$ cat config.mk
export PLATFORM = sky130hd
export DESIGN_NAME = dump_cmd_handler
export DESIGN_NICKNAME = d
export VERILOG_FILES = /design/src/dump_cmd_pkg.sv /design/src/dump_word_packer.sv /design/src/dump_cmd_handler.sv
export SDC_FILE = /design/constraint.sdc
export NUM_CORES = 1
export LEC_CHECK = 0
export ABC_AREA = 1
export CORE_MARGIN = 5
export CORE_UTILIZATION = 30
export DETAILED_ROUTE_END_ITERATION = 6
export DONT_BUFFER_PORTS = 1
export GPL_TIMING_DRIVEN = 0
export MAX_ROUTING_LAYER = met4
export PLACE_DENSITY = 0.49
export SLEW_MARGIN = 20
export SYNTH_ARGS = -nofsm -noshare
export SYNTH_HDL_FRONTEND = slang
export SYNTH_SLANG_ARGS = --single-unit
$ cat constraint.sdc
create_clock -name clock_in -period 2.7 [get_ports clock_in]
set_input_delay 0.135 -clock clock_in [delete_from_list [all_inputs] [get_ports clock_in]]
set_output_delay 0.135 -clock clock_in [all_outputs]
set_load 0.1 [all_outputs]
$ cat src/dump_cmd_pkg.sv
// Shared constants for the dump action command handler.
// Assumes a 32-bit host memory word and byte-wide FIFOs toward the media unit.
package dump_cmd_pkg;

  // ---------------------------------------------------------------
  // Command block layout
  // ---------------------------------------------------------------
  localparam logic [31:0] LINK_OFS = 32'h0000_0004;
  localparam logic [31:0] BUF_OFS = 32'h0000_0008;
  localparam int EL_BIT = 31;
  localparam int SUSP_BIT = 30;
  localparam int INT_BIT = 29;
  localparam int CMD_HI = 18;
  localparam int CMD_LO = 16;
  localparam int DONE_BIT = 15;
  localparam int OK_BIT = 13;
  localparam logic [2:0] CMD_DUMP = 3'h6;

  // ---------------------------------------------------------------
  // Dump area layout
  // ---------------------------------------------------------------
  localparam int DUMP_AREA_BYTES = 596;
  localparam logic [5:0] FIFO_BYTES = 6'h26;
  localparam logic [5:0] DUMP_WRITE_BYTES = 6'h2C;
  localparam logic [3:0] DUMP_WORDS = 4'hB;
  localparam logic [5:0] RSVD_BYTE = 6'h26;
  localparam logic [5:0] STATION_B1 = 6'h27;
  localparam logic [5:0] STATION_B2 = 6'h28;
  localparam logic [5:0] STATION_B3 = 6'h29;
  localparam logic [5:0] STATION_B4 = 6'h2A;
  localparam logic [7:0] DUMP_CMD_BYTE = 8'h06;

  // ---------------------------------------------------------------
  // Reset values and unit states
  // ---------------------------------------------------------------
  typedef enum logic [1:0] {
    CU_IDLE = 2'h0,
    CU_ACTIVE = 2'h1,
    CU_SUSPENDED = 2'h2
  } cu_state_t;

  localparam logic [31:0] WORD_RESET = 32'h0000_0000;
  localparam logic [5:0] CNT_RESET = 6'h00;

endpackage : dump_cmd_pkg

$ cat src/dump_word_packer.sv
// Packs a byte stream into words, first byte in the low lane.
// Assumes the consumer takes a full word before more bytes are offered.
`timescale 1ns/1ps
`default_nettype none

module dump_word_packer #(
  parameter int BYTES = 4
) (
  input wire logic clock_in,
  input wire logic rst_b_in,
  input wire logic enable_in,
  input wire logic byte_valid_in,
  input wire logic [7:0] byte_data_in,
  output logic byte_ready_out,
  output logic word_valid_out,
  output logic [BYTES*8-1:0] word_data_out,
  input wire logic word_ready_in
);

  localparam int CW = (BYTES > 1) ? $clog2(BYTES) : 1;
  localparam logic [CW-1:0] LAST = CW'(BYTES - 1);

  // ---------------------------------------------------------------
  // Parameter check
  // ---------------------------------------------------------------
  if (BYTES < 2) begin : g_bad_bytes
    $error("dump_word_packer needs at least two bytes per word");
  end

  typedef struct packed {
    logic [BYTES*8-1:0] word;
    logic [CW-1:0] cnt;
    logic full;
  } pack_t;

  pack_t s_r;
  pack_t s_nxt;

  // Handshake and word output
  assign byte_ready_out = enable_in && !s_r.full;
  assign word_valid_out = s_r.full;
  assign word_data_out = s_r.word;

  // Next state: lane fill and word release
  always_comb begin
    s_nxt = s_r;
    if (s_r.full && word_ready_in) begin
      s_nxt.full = 1'b0;
    end
    if (byte_valid_in && byte_ready_out) begin
      s_nxt.word[s_r.cnt*8 +: 8] = byte_data_in;
      if (s_r.cnt == LAST) begin
        s_nxt.cnt = '0;
        s_nxt.full = 1'b1;
      end else begin
        s_nxt.cnt = s_r.cnt + CW'(1);
      end
    end
  end

  // State register, frozen while enable is low
  always_ff @(posedge clock_in or negedge rst_b_in) begin
    if (!rst_b_in) begin
      s_r <= '0;
    end else if (enable_in) begin
      s_r <= s_nxt;
    end
  end

endmodule // dump_word_packer

`default_nettype wire

$ cat src/dump_cmd_handler.sv
// Dump action command handler of the command unit.
// Assumes a req/ack host memory port, a byte transmit FIFO toward the media
// unit, and a byte status FIFO back from it with a marker flag per byte.
`timescale 1ns/1ps
`default_nettype none

// Function
// - command code 110b selects the dump
// - next block is base plus link field
// - end flag: go idle, raise inactive interrupt
// - suspend flag: suspend, interrupt if configured
// - interrupt flag raises command done interrupt
// - device sets completion flag when finished
// - success flag one means no error
// - buffer word gives dump area offset
// - send dump byte, wait for marker
// - store FIFO bytes before parallel registers
// - write status with completion and success
// - pointers, counters, thresholds, low byte first
// - config bytes, reserved byte, station address
module dump_cmd_handler
  import dump_cmd_pkg::*;
#(
  parameter int DATA_W = 32
) (
  input wire logic clock_in,
  input wire logic rst_b_in,
  input wire logic enable_in,
  input wire logic start_in,
  input wire logic [31:0] cu_base_in,
  input wire logic [31:0] block_offset_in,
  input wire logic cfg_suspend_int_in,
  input wire logic [31:0] station_addr_in,
  output logic mem_req_out,
  output logic mem_we_out,
  output logic [31:0] mem_addr_out,
  output logic [31:0] mem_wdata_out,
  input wire logic mem_ack_in,
  input wire logic [31:0] mem_rdata_in,
  output logic txf_valid_out,
  output logic [7:0] txf_data_out,
  input wire logic txf_ready_in,
  input wire logic stf_valid_in,
  input wire logic [7:0] stf_data_in,
  input wire logic stf_marker_in,
  output logic stf_ready_out,
  output logic busy_out,
  output logic [1:0] cu_state_out,
  output logic [31:0] next_block_addr_out,
  output logic done_out,
  output logic command_done_interrupt_out,
  output logic unit_inactive_interrupt_out
);

  // ---------------------------------------------------------------
  // Parameter check
  // ---------------------------------------------------------------
  if (DATA_W != 32) begin : g_bad_width
    $error("dump_cmd_handler serves a 32-bit memory word only");
  end

  typedef enum logic [7:0] {
    ST_IDLE = 8'h01,
    ST_RD_CMD = 8'h02,
    ST_RD_LINK = 8'h04,
    ST_RD_BUF = 8'h08,
    ST_SEND_CMD = 8'h10,
    ST_WAIT_MARK = 8'h20,
    ST_DUMP = 8'h40,
    ST_WR_STAT = 8'h80
  } fsm_t;

  typedef struct packed {
    fsm_t st;
    logic req;
    logic we;
    logic [31:0] addr;
    logic [31:0] wdata;
    logic [31:0] base;
    logic [31:0] blk;
    logic [31:0] cmd;
    logic [31:0] link_addr;
    logic [31:0] dump_addr;
    logic [5:0] byte_cnt;
    logic [3:0] word_idx;
    cu_state_t cu;
    logic done_p;
    logic cx_p;
    logic cna_p;
  } state_t;

  state_t s_r;
  state_t s_nxt;

  logic pk_in_valid;
  logic [7:0] pk_in_data;
  logic pk_in_ready;
  logic pk_out_valid;
  logic [31:0] pk_out_data;
  logic pk_out_ready;
  logic from_fifo;

  // ---------------------------------------------------------------
  // Helpers
  // ---------------------------------------------------------------
  function automatic logic [31:0] add32(input logic [31:0] a, input logic [31:0] b);
    add32 = a + b;
  endfunction

  function automatic logic [31:0] status_word(input logic [31:0] cmd, input logic ok);
    logic [31:0] w;
    w = cmd;
    w[DONE_BIT] = 1'b1;
    w[OK_BIT] = ok;
    status_word = w;
  endfunction

  // Parallel-register byte for a dump position
  function automatic logic [7:0] par_byte(input logic [5:0] idx, input logic [31:0] sa);
    case (idx)
      STATION_B1: par_byte = sa[7:0];
      STATION_B2: par_byte = sa[15:8];
      STATION_B3: par_byte = sa[23:16];
      STATION_B4: par_byte = sa[31:24];
      default: par_byte = 8'h00;
    endcase
  endfunction

  // ---------------------------------------------------------------
  // Byte packer
  // ---------------------------------------------------------------
  dump_word_packer #(
    .BYTES(4)
  ) u_packer (
    .clock_in(clock_in),
    .rst_b_in(rst_b_in),
    .enable_in(enable_in),
    .byte_valid_in(pk_in_valid),
    .byte_data_in(pk_in_data),
    .byte_ready_out(pk_in_ready),
    .word_valid_out(pk_out_valid),
    .word_data_out(pk_out_data),
    .word_ready_in(pk_out_ready)
  );

  assign from_fifo = (s_r.byte_cnt < FIFO_BYTES);

  // FIFO handshakes
  // dump byte out
  assign txf_valid_out = enable_in && (s_r.st == ST_SEND_CMD);
  assign txf_data_out = DUMP_CMD_BYTE;
  assign stf_ready_out = enable_in && ((s_r.st == ST_WAIT_MARK) ||
                         ((s_r.st == ST_DUMP) && from_fifo && pk_in_ready));

  // Registered outputs
  assign mem_req_out = s_r.req;
  assign mem_we_out = s_r.we;
  assign mem_addr_out = s_r.addr;
  assign mem_wdata_out = s_r.wdata;
  assign busy_out = (s_r.st != ST_IDLE);
  assign cu_state_out = s_r.cu;
  assign next_block_addr_out = s_r.link_addr;
  assign done_out = s_r.done_p;
  assign command_done_interrupt_out = s_r.cx_p;
  assign unit_inactive_interrupt_out = s_r.cna_p;

  // ---------------------------------------------------------------
  // Command sequence
  // ---------------------------------------------------------------
  always_comb begin
    s_nxt = s_r;
    s_nxt.done_p = 1'b0;
    s_nxt.cx_p = 1'b0;
    s_nxt.cna_p = 1'b0;
    pk_in_valid = 1'b0;
    pk_in_data = 8'h00;
    pk_out_ready = 1'b0;
    case (s_r.st)
      ST_IDLE: begin
        if (start_in) begin
          s_nxt.base = cu_base_in;
          s_nxt.blk = add32(cu_base_in, block_offset_in);
          s_nxt.addr = add32(cu_base_in, block_offset_in);
          s_nxt.req = 1'b1;
          s_nxt.we = 1'b0;
          s_nxt.byte_cnt = CNT_RESET;
          s_nxt.word_idx = 4'h0;
          s_nxt.cu = CU_ACTIVE;
          s_nxt.st = ST_RD_CMD;
        end
      end
      ST_RD_CMD: begin
        if (mem_ack_in) begin
          s_nxt.cmd = mem_rdata_in;
          s_nxt.addr = add32(s_r.blk, LINK_OFS);
          s_nxt.st = ST_RD_LINK;
        end
      end
      ST_RD_LINK: begin
        if (mem_ack_in) begin
          s_nxt.link_addr = add32(s_r.base, mem_rdata_in);
          s_nxt.addr = add32(s_r.blk, BUF_OFS);
          s_nxt.st = ST_RD_BUF;
        end
      end
      ST_RD_BUF: begin
        if (mem_ack_in) begin
          s_nxt.dump_addr = add32(s_r.base, mem_rdata_in);
          if (s_r.cmd[CMD_HI:CMD_LO] == CMD_DUMP) begin
            s_nxt.req = 1'b0;
            s_nxt.st = ST_SEND_CMD;
          end else begin
            s_nxt.we = 1'b1;
            s_nxt.addr = s_r.blk;
            s_nxt.wdata = status_word(s_r.cmd, 1'b0);
            s_nxt.st = ST_WR_STAT;
          end
        end
      end
      ST_SEND_CMD: begin
        if (txf_ready_in) begin
          s_nxt.st = ST_WAIT_MARK;
        end
      end
      ST_WAIT_MARK: begin
        if (stf_valid_in && stf_marker_in) begin
          s_nxt.st = ST_DUMP;
        end
      end
      ST_DUMP: begin
        if (s_r.byte_cnt < DUMP_WRITE_BYTES) begin
          pk_in_valid = enable_in && (from_fifo ? stf_valid_in : 1'b1);
          pk_in_data = from_fifo ? stf_data_in : par_byte(s_r.byte_cnt, station_addr_in);
          if (pk_in_valid && pk_in_ready) begin
            s_nxt.byte_cnt = s_r.byte_cnt + 6'h01;
          end
        end
        if (!s_r.req && pk_out_valid) begin
          s_nxt.req = 1'b1;
          s_nxt.we = 1'b1;
          s_nxt.addr = add32(s_r.dump_addr, {26'h0, s_r.word_idx, 2'h0});
          s_nxt.wdata = pk_out_data;
        end
        if (s_r.req && mem_ack_in) begin
          pk_out_ready = 1'b1;
          s_nxt.req = 1'b0;
          s_nxt.word_idx = s_r.word_idx + 4'h1;
          // status only after last dump word
          if (s_r.word_idx == DUMP_WORDS - 4'h1) begin
            s_nxt.req = 1'b1;
            s_nxt.addr = s_r.blk;
            s_nxt.wdata = status_word(s_r.cmd, 1'b1);
            s_nxt.st = ST_WR_STAT;
          end
        end
      end
      ST_WR_STAT: begin
        if (mem_ack_in) begin
          s_nxt.req = 1'b0;
          s_nxt.we = 1'b0;
          s_nxt.done_p = 1'b1;
          s_nxt.cx_p = s_r.cmd[INT_BIT];
          if (s_r.cmd[EL_BIT]) begin
            s_nxt.cu = CU_IDLE;
            s_nxt.cna_p = 1'b1;
          end else if (s_r.cmd[SUSP_BIT]) begin
            s_nxt.cu = CU_SUSPENDED;
            s_nxt.cna_p = cfg_suspend_int_in;
          end else begin
            s_nxt.cu = CU_ACTIVE;
          end
          s_nxt.st = ST_IDLE;
        end
      end
      default: begin
        s_nxt.req = 1'b0;
        s_nxt.st = ST_IDLE;
      end
    endcase
  end

  // State register, frozen while enable is low
  always_ff @(posedge clock_in or negedge rst_b_in) begin
    if (!rst_b_in) begin
      s_r <= '0;
      s_r.st <= ST_IDLE;
      s_r.cu <= CU_IDLE;
      s_r.addr <= WORD_RESET;
    end else if (enable_in) begin
      s_r <= s_nxt;
    end
  end

endmodule // dump_cmd_handler

`default_nettype wire

==> flow_summary_export.csv <==
group,metric,value,unit
sta,fin_worst_skew,0.0305,ns
floorplan,die_w,274,microns
floorplan,io_pins,259,
sta,hold_ws,-0.684,ns
detailed_routing,post_drt_wl_per_cell,21.1,microns
layout,drive_gt1_frac,0.108,
place,place.gp.congestion,1.01,
layout,areaGrowthSynthToFinish,15.8,%
layout,finalInstanceArea,0.0243,sq mm
hold_path,min_path_type,"input pin to async pin",
floorplan,die_area,0.0753,sq mm
clock_network,clkLatencyLatePin,0.57,ns
synth,synth_cell_types,58,
synth,syn_area,0.0210,sq mm
clock_network,clk_pin_slew,0.07,ns
place,port_buffers,0,
pwr,power,28.2,mW
outcome,violations,"hold timing",
setup_path,worstPathRequired,2.57,ns
pwr,p_leak,12.4,nW
sta,slew_headroom,0.311,
synth,syn_inst,3136,
detailed_routing,routed_wl,89300,microns
detailed_routing,vias,20794,
sta,fmax,382,MHz
setup_path,cp-start-kind,"flop",
place,dpl.hpwl,72500,microns
synth,yosys.area.top_type,"dfrtp_1",
place,place_area,0.0222,sq mm
setup_path,arrival,2.49,ns
sta,fin_crit_sh,0.971,
clock_network,cts_buffer_depth,3,
setup_path,cpLargestDelayFamily,"compound AO/OA/AOI/OAI gates",
setup_path,crit_buf_inv,2,
synth,async_reset_ff_frac,1.00,
clock_network,clockRootBuffer,"clkbuf_16",
detailed_routing,viasPerCell,4.90,
setup_path,worst-r2r-cell-count,11,
setup_path,crit_type,"flop to output pin",
global_route,antenna_found_initial,7,
setup_path,r2r_start,"mem_req_out",
job,cap_violations,0,
floorplan,num_rows,97,
synth,ys_ff_latch,282,
global_route,grt_pass1_vias,19888,
floorplan,initial_utilization,0.301,
synth,synth_edf_count,0,
detailed_routing,final_antenna_net_count,0,
layout,fillCellCount,7652,
global_route,grt_max_degree,283,
outcome,status,"complete, but fails checks",
pwr,ir_drop,0.000807,V
layout,layout.nets,3492,
setup_path,worstPathMaxFanout,10,
floorplan,die_height,274,microns
sta,worstMarginPinSlew,1.04,ns
sta,slew_violations,0,
clock_network,cts_hold_buffers,76,
detailed_routing,drc,0,
global_route,grt_usage,0.238,
clock_network,cts_tree,"done",
setup_path,end_kind,"output pin",
synth,synth-seq-area-share,0.337,
global_route,grt_pass1_wl,130000,microns
pwr,powerDensity,1160,mW/mm^2
setup_path,cp_slowest_stage_delay,0.90,ns
setup_path,cpMaxStageDelayCell,"o32ai_4",
setup_path,r2r_end,"mem_addr_out[19]",
global_route,grt-ovfl-total,0,
floorplan,coreArea,0.0697,sq mm
detailed_routing,dr.pass1.iters,5,
clock_network,cts_buffers,36,
synth,synth_top_area_share,0.335,
synth,yosysWarnings,0,
setup_path,r2r_slack,0.08,ns
detailed_routing,initialDrtViolationCount,1979,
sta,min_period,2.62,ns
setup_path,cp_common_cell,"nor2_4",
clock_network,cts_max_level,2,
clock_network,clock-sinks,282,
sta,setup_viol,0,
layout,fin_util,0.349,
sta,final_hold_viol_count,282,
setup_path,path_cells,"nor2_4 -> nand2_2 -> nor2_4 -> buf_12 -> inv_6 -> o32ai_4",
synth,synth_area_leaders,"dfrtp_1, nand2_1, inv_1",
synth,avgSynthCellArea,6.69,sq um
synth,synth_flop_cell,"dfrtp_1",
[metal layers]
layer	GRT usage	vias up	wire length [microns]
li1	-	10211	-
met1	0.307	9713	39200
met2	0.364	762	39300
met3	0.0730	108	8270
met4	0.0646	0	2570
met5	-	-	0
[report_power, final]
part	internal, mW	switching, mW
Clock	2.72	2.06
Combinational	3.94	11.6
Sequential	5.81	2.09
Total	12.5	15.8
[cells by family (layout without fill, tap and decap cells)]
| kind of cell | Yosys count | in the layout | share of synthesized area |
|---|---|---|---|
| XOR/XNOR | 39 | 39 | 0.0163 |
| AND/OR/NAND/NOR | 1760 | 1760 | 0.354 |
| AO/OA/AOI/OAI | 372 | 372 | 0.100 |
| buffers and inverters | 571 | 721 | 0.128 |
| other | 2 | 16 | 0.000358 |
| adder cells (fa/ha/maj) | 82 | 82 | 0.0500 |
| multiplexers | 28 | 28 | 0.0150 |
| flip-flops | 282 | 282 | 0.337 |
[worst register-to-register path, cell delays in order (launching register included)]
cell     delay [ns]
dfrtp_2        0.64
nand2_2        0.24
nor2_4         0.07
nand2_1        0.14
nand2_2        0.19
inv_2          0.21
buf_2          0.33
nand3_1        0.12
a21oi_1        0.30
nand2_1        0.08
nand3_1        0.11
nand2_1        0.06
[cell type report]
| type | instances | area, sq um | area share |
|---|---|---|---|
| antenna | 8 | 20.0 | 0.000824 |
| inverter | 386 | 1460 | 0.0601 |
| sequential | 282 | 7060 | 0.291 |
| buffer | 185 | 1240 | 0.0511 |
| timing repair buffer | 85 | 828 | 0.0341 |
| multi-input combinational | 2289 | 11300 | 0.467 |
| tap | 940 | 1180 | 0.0484 |
| clock inverter | 19 | 169 | 0.00695 |
| clock buffer | 46 | 988 | 0.0407 |
[stage by stage]
| step | std cells | hold WS (ns) | worst slack [ns] | TNS (ns) |
|---|---|---|---|---|
| 2_1_floorplan | 3142 | -0.161 | 0.209 | 0 |
| 3_3_place_gp | 4082 | -0.121 | -0.538 | -15.50 |
| 3_5_place_dp | 4082 | -0.123 | -0.566 | -16.97 |
| 4_1_cts | 4225 | -0.733 | 0.00417 | 0 |
| 5_1_grt | 4240 | -0.700 | -0.00212 | -0.00212 |
| 6_report | 4240 | -0.684 | 0.0789 | 0 |
[placed cells by master (no fill, tap or decap), drive strengths merged, types with 8 or more instances in the layout]
| master | count |
|---|---|
| nand2 | 1090 |
| inv | 388 |
| nor2 | 300 |
| dfrtp | 281 |
| nand3 | 240 |
| o21ai | 192 |
| buf | 172 |
| a21oi | 85 |
| ha | 79 |
| dlygate4sd3 | 76 |
| clkbuf | 68 |
| nand4 | 52 |
| nor3 | 50 |
| mux2 | 28 |
| xor2 | 22 |
| xnor2 | 17 |
| a22oi | 17 |
| o22ai | 16 |
| a211oi | 16 |
| a31oi | 15 |
| clkinv | 13 |
| nand3b | 11 |
| or2 | 9 |
| diode | 8 |
| o21bai | 8 |
| conb | 8 |
[sequential cells by signal, indices dropped and copies added, names as in the netlist]
name                         cells
mem_we_out                       1
command_done_interrupt_out       1
mem_wdata_out                   32
next_block_addr_out             32
u_packer.s_r                     2
u_packer.word_valid_out          1
mem_req_out                      1
done_out                         1
s_r                            144
cu_state_out                     2
mem_addr_out                    32
u_packer.word_data_out          32
unit_inactive_interrupt_out      1
[worst max path at each step]
| stage | start | end | depth (start not counted) |
|---|---|---|---|
| floorplan | s_r[243] | stf_ready_out | 6 |
| detailed placement | mem_req_out | mem_addr_out[23] | 8 |
| global placement | mem_req_out | mem_addr_out[23] | 8 |
| global route | s_r[242] | stf_ready_out | 6 |
| finish | s_r[242] | stf_ready_out | 6 |
| CTS | s_r[5] | mem_addr_out[12] | 12 |
[repair_timing]
action,CTS,global route
setup endpoints to repair,83,30
resized for setup,12,19
endpoints found under the hold margin,378,282
buffers inserted,2,7
pin swaps,3,7
gates cloned,0,0
[Yosys cell counts, types with 17 or more instances]
cell	count
nand2_1	1078
inv_1	367
dfrtp_1	281
nor2_1	280
nand3_1	236
o21ai_0	156
buf_4	112
a21oi_1	84
ha_1	79
nand4_1	51
nor3_1	48
buf_2	41
o21ai_1	29
mux2_2	28
xor2_1	22
clkbuf_1	21
a22oi_1	17
xnor2_1	17
Note: power is estimated with default switching activity, not from simulation.
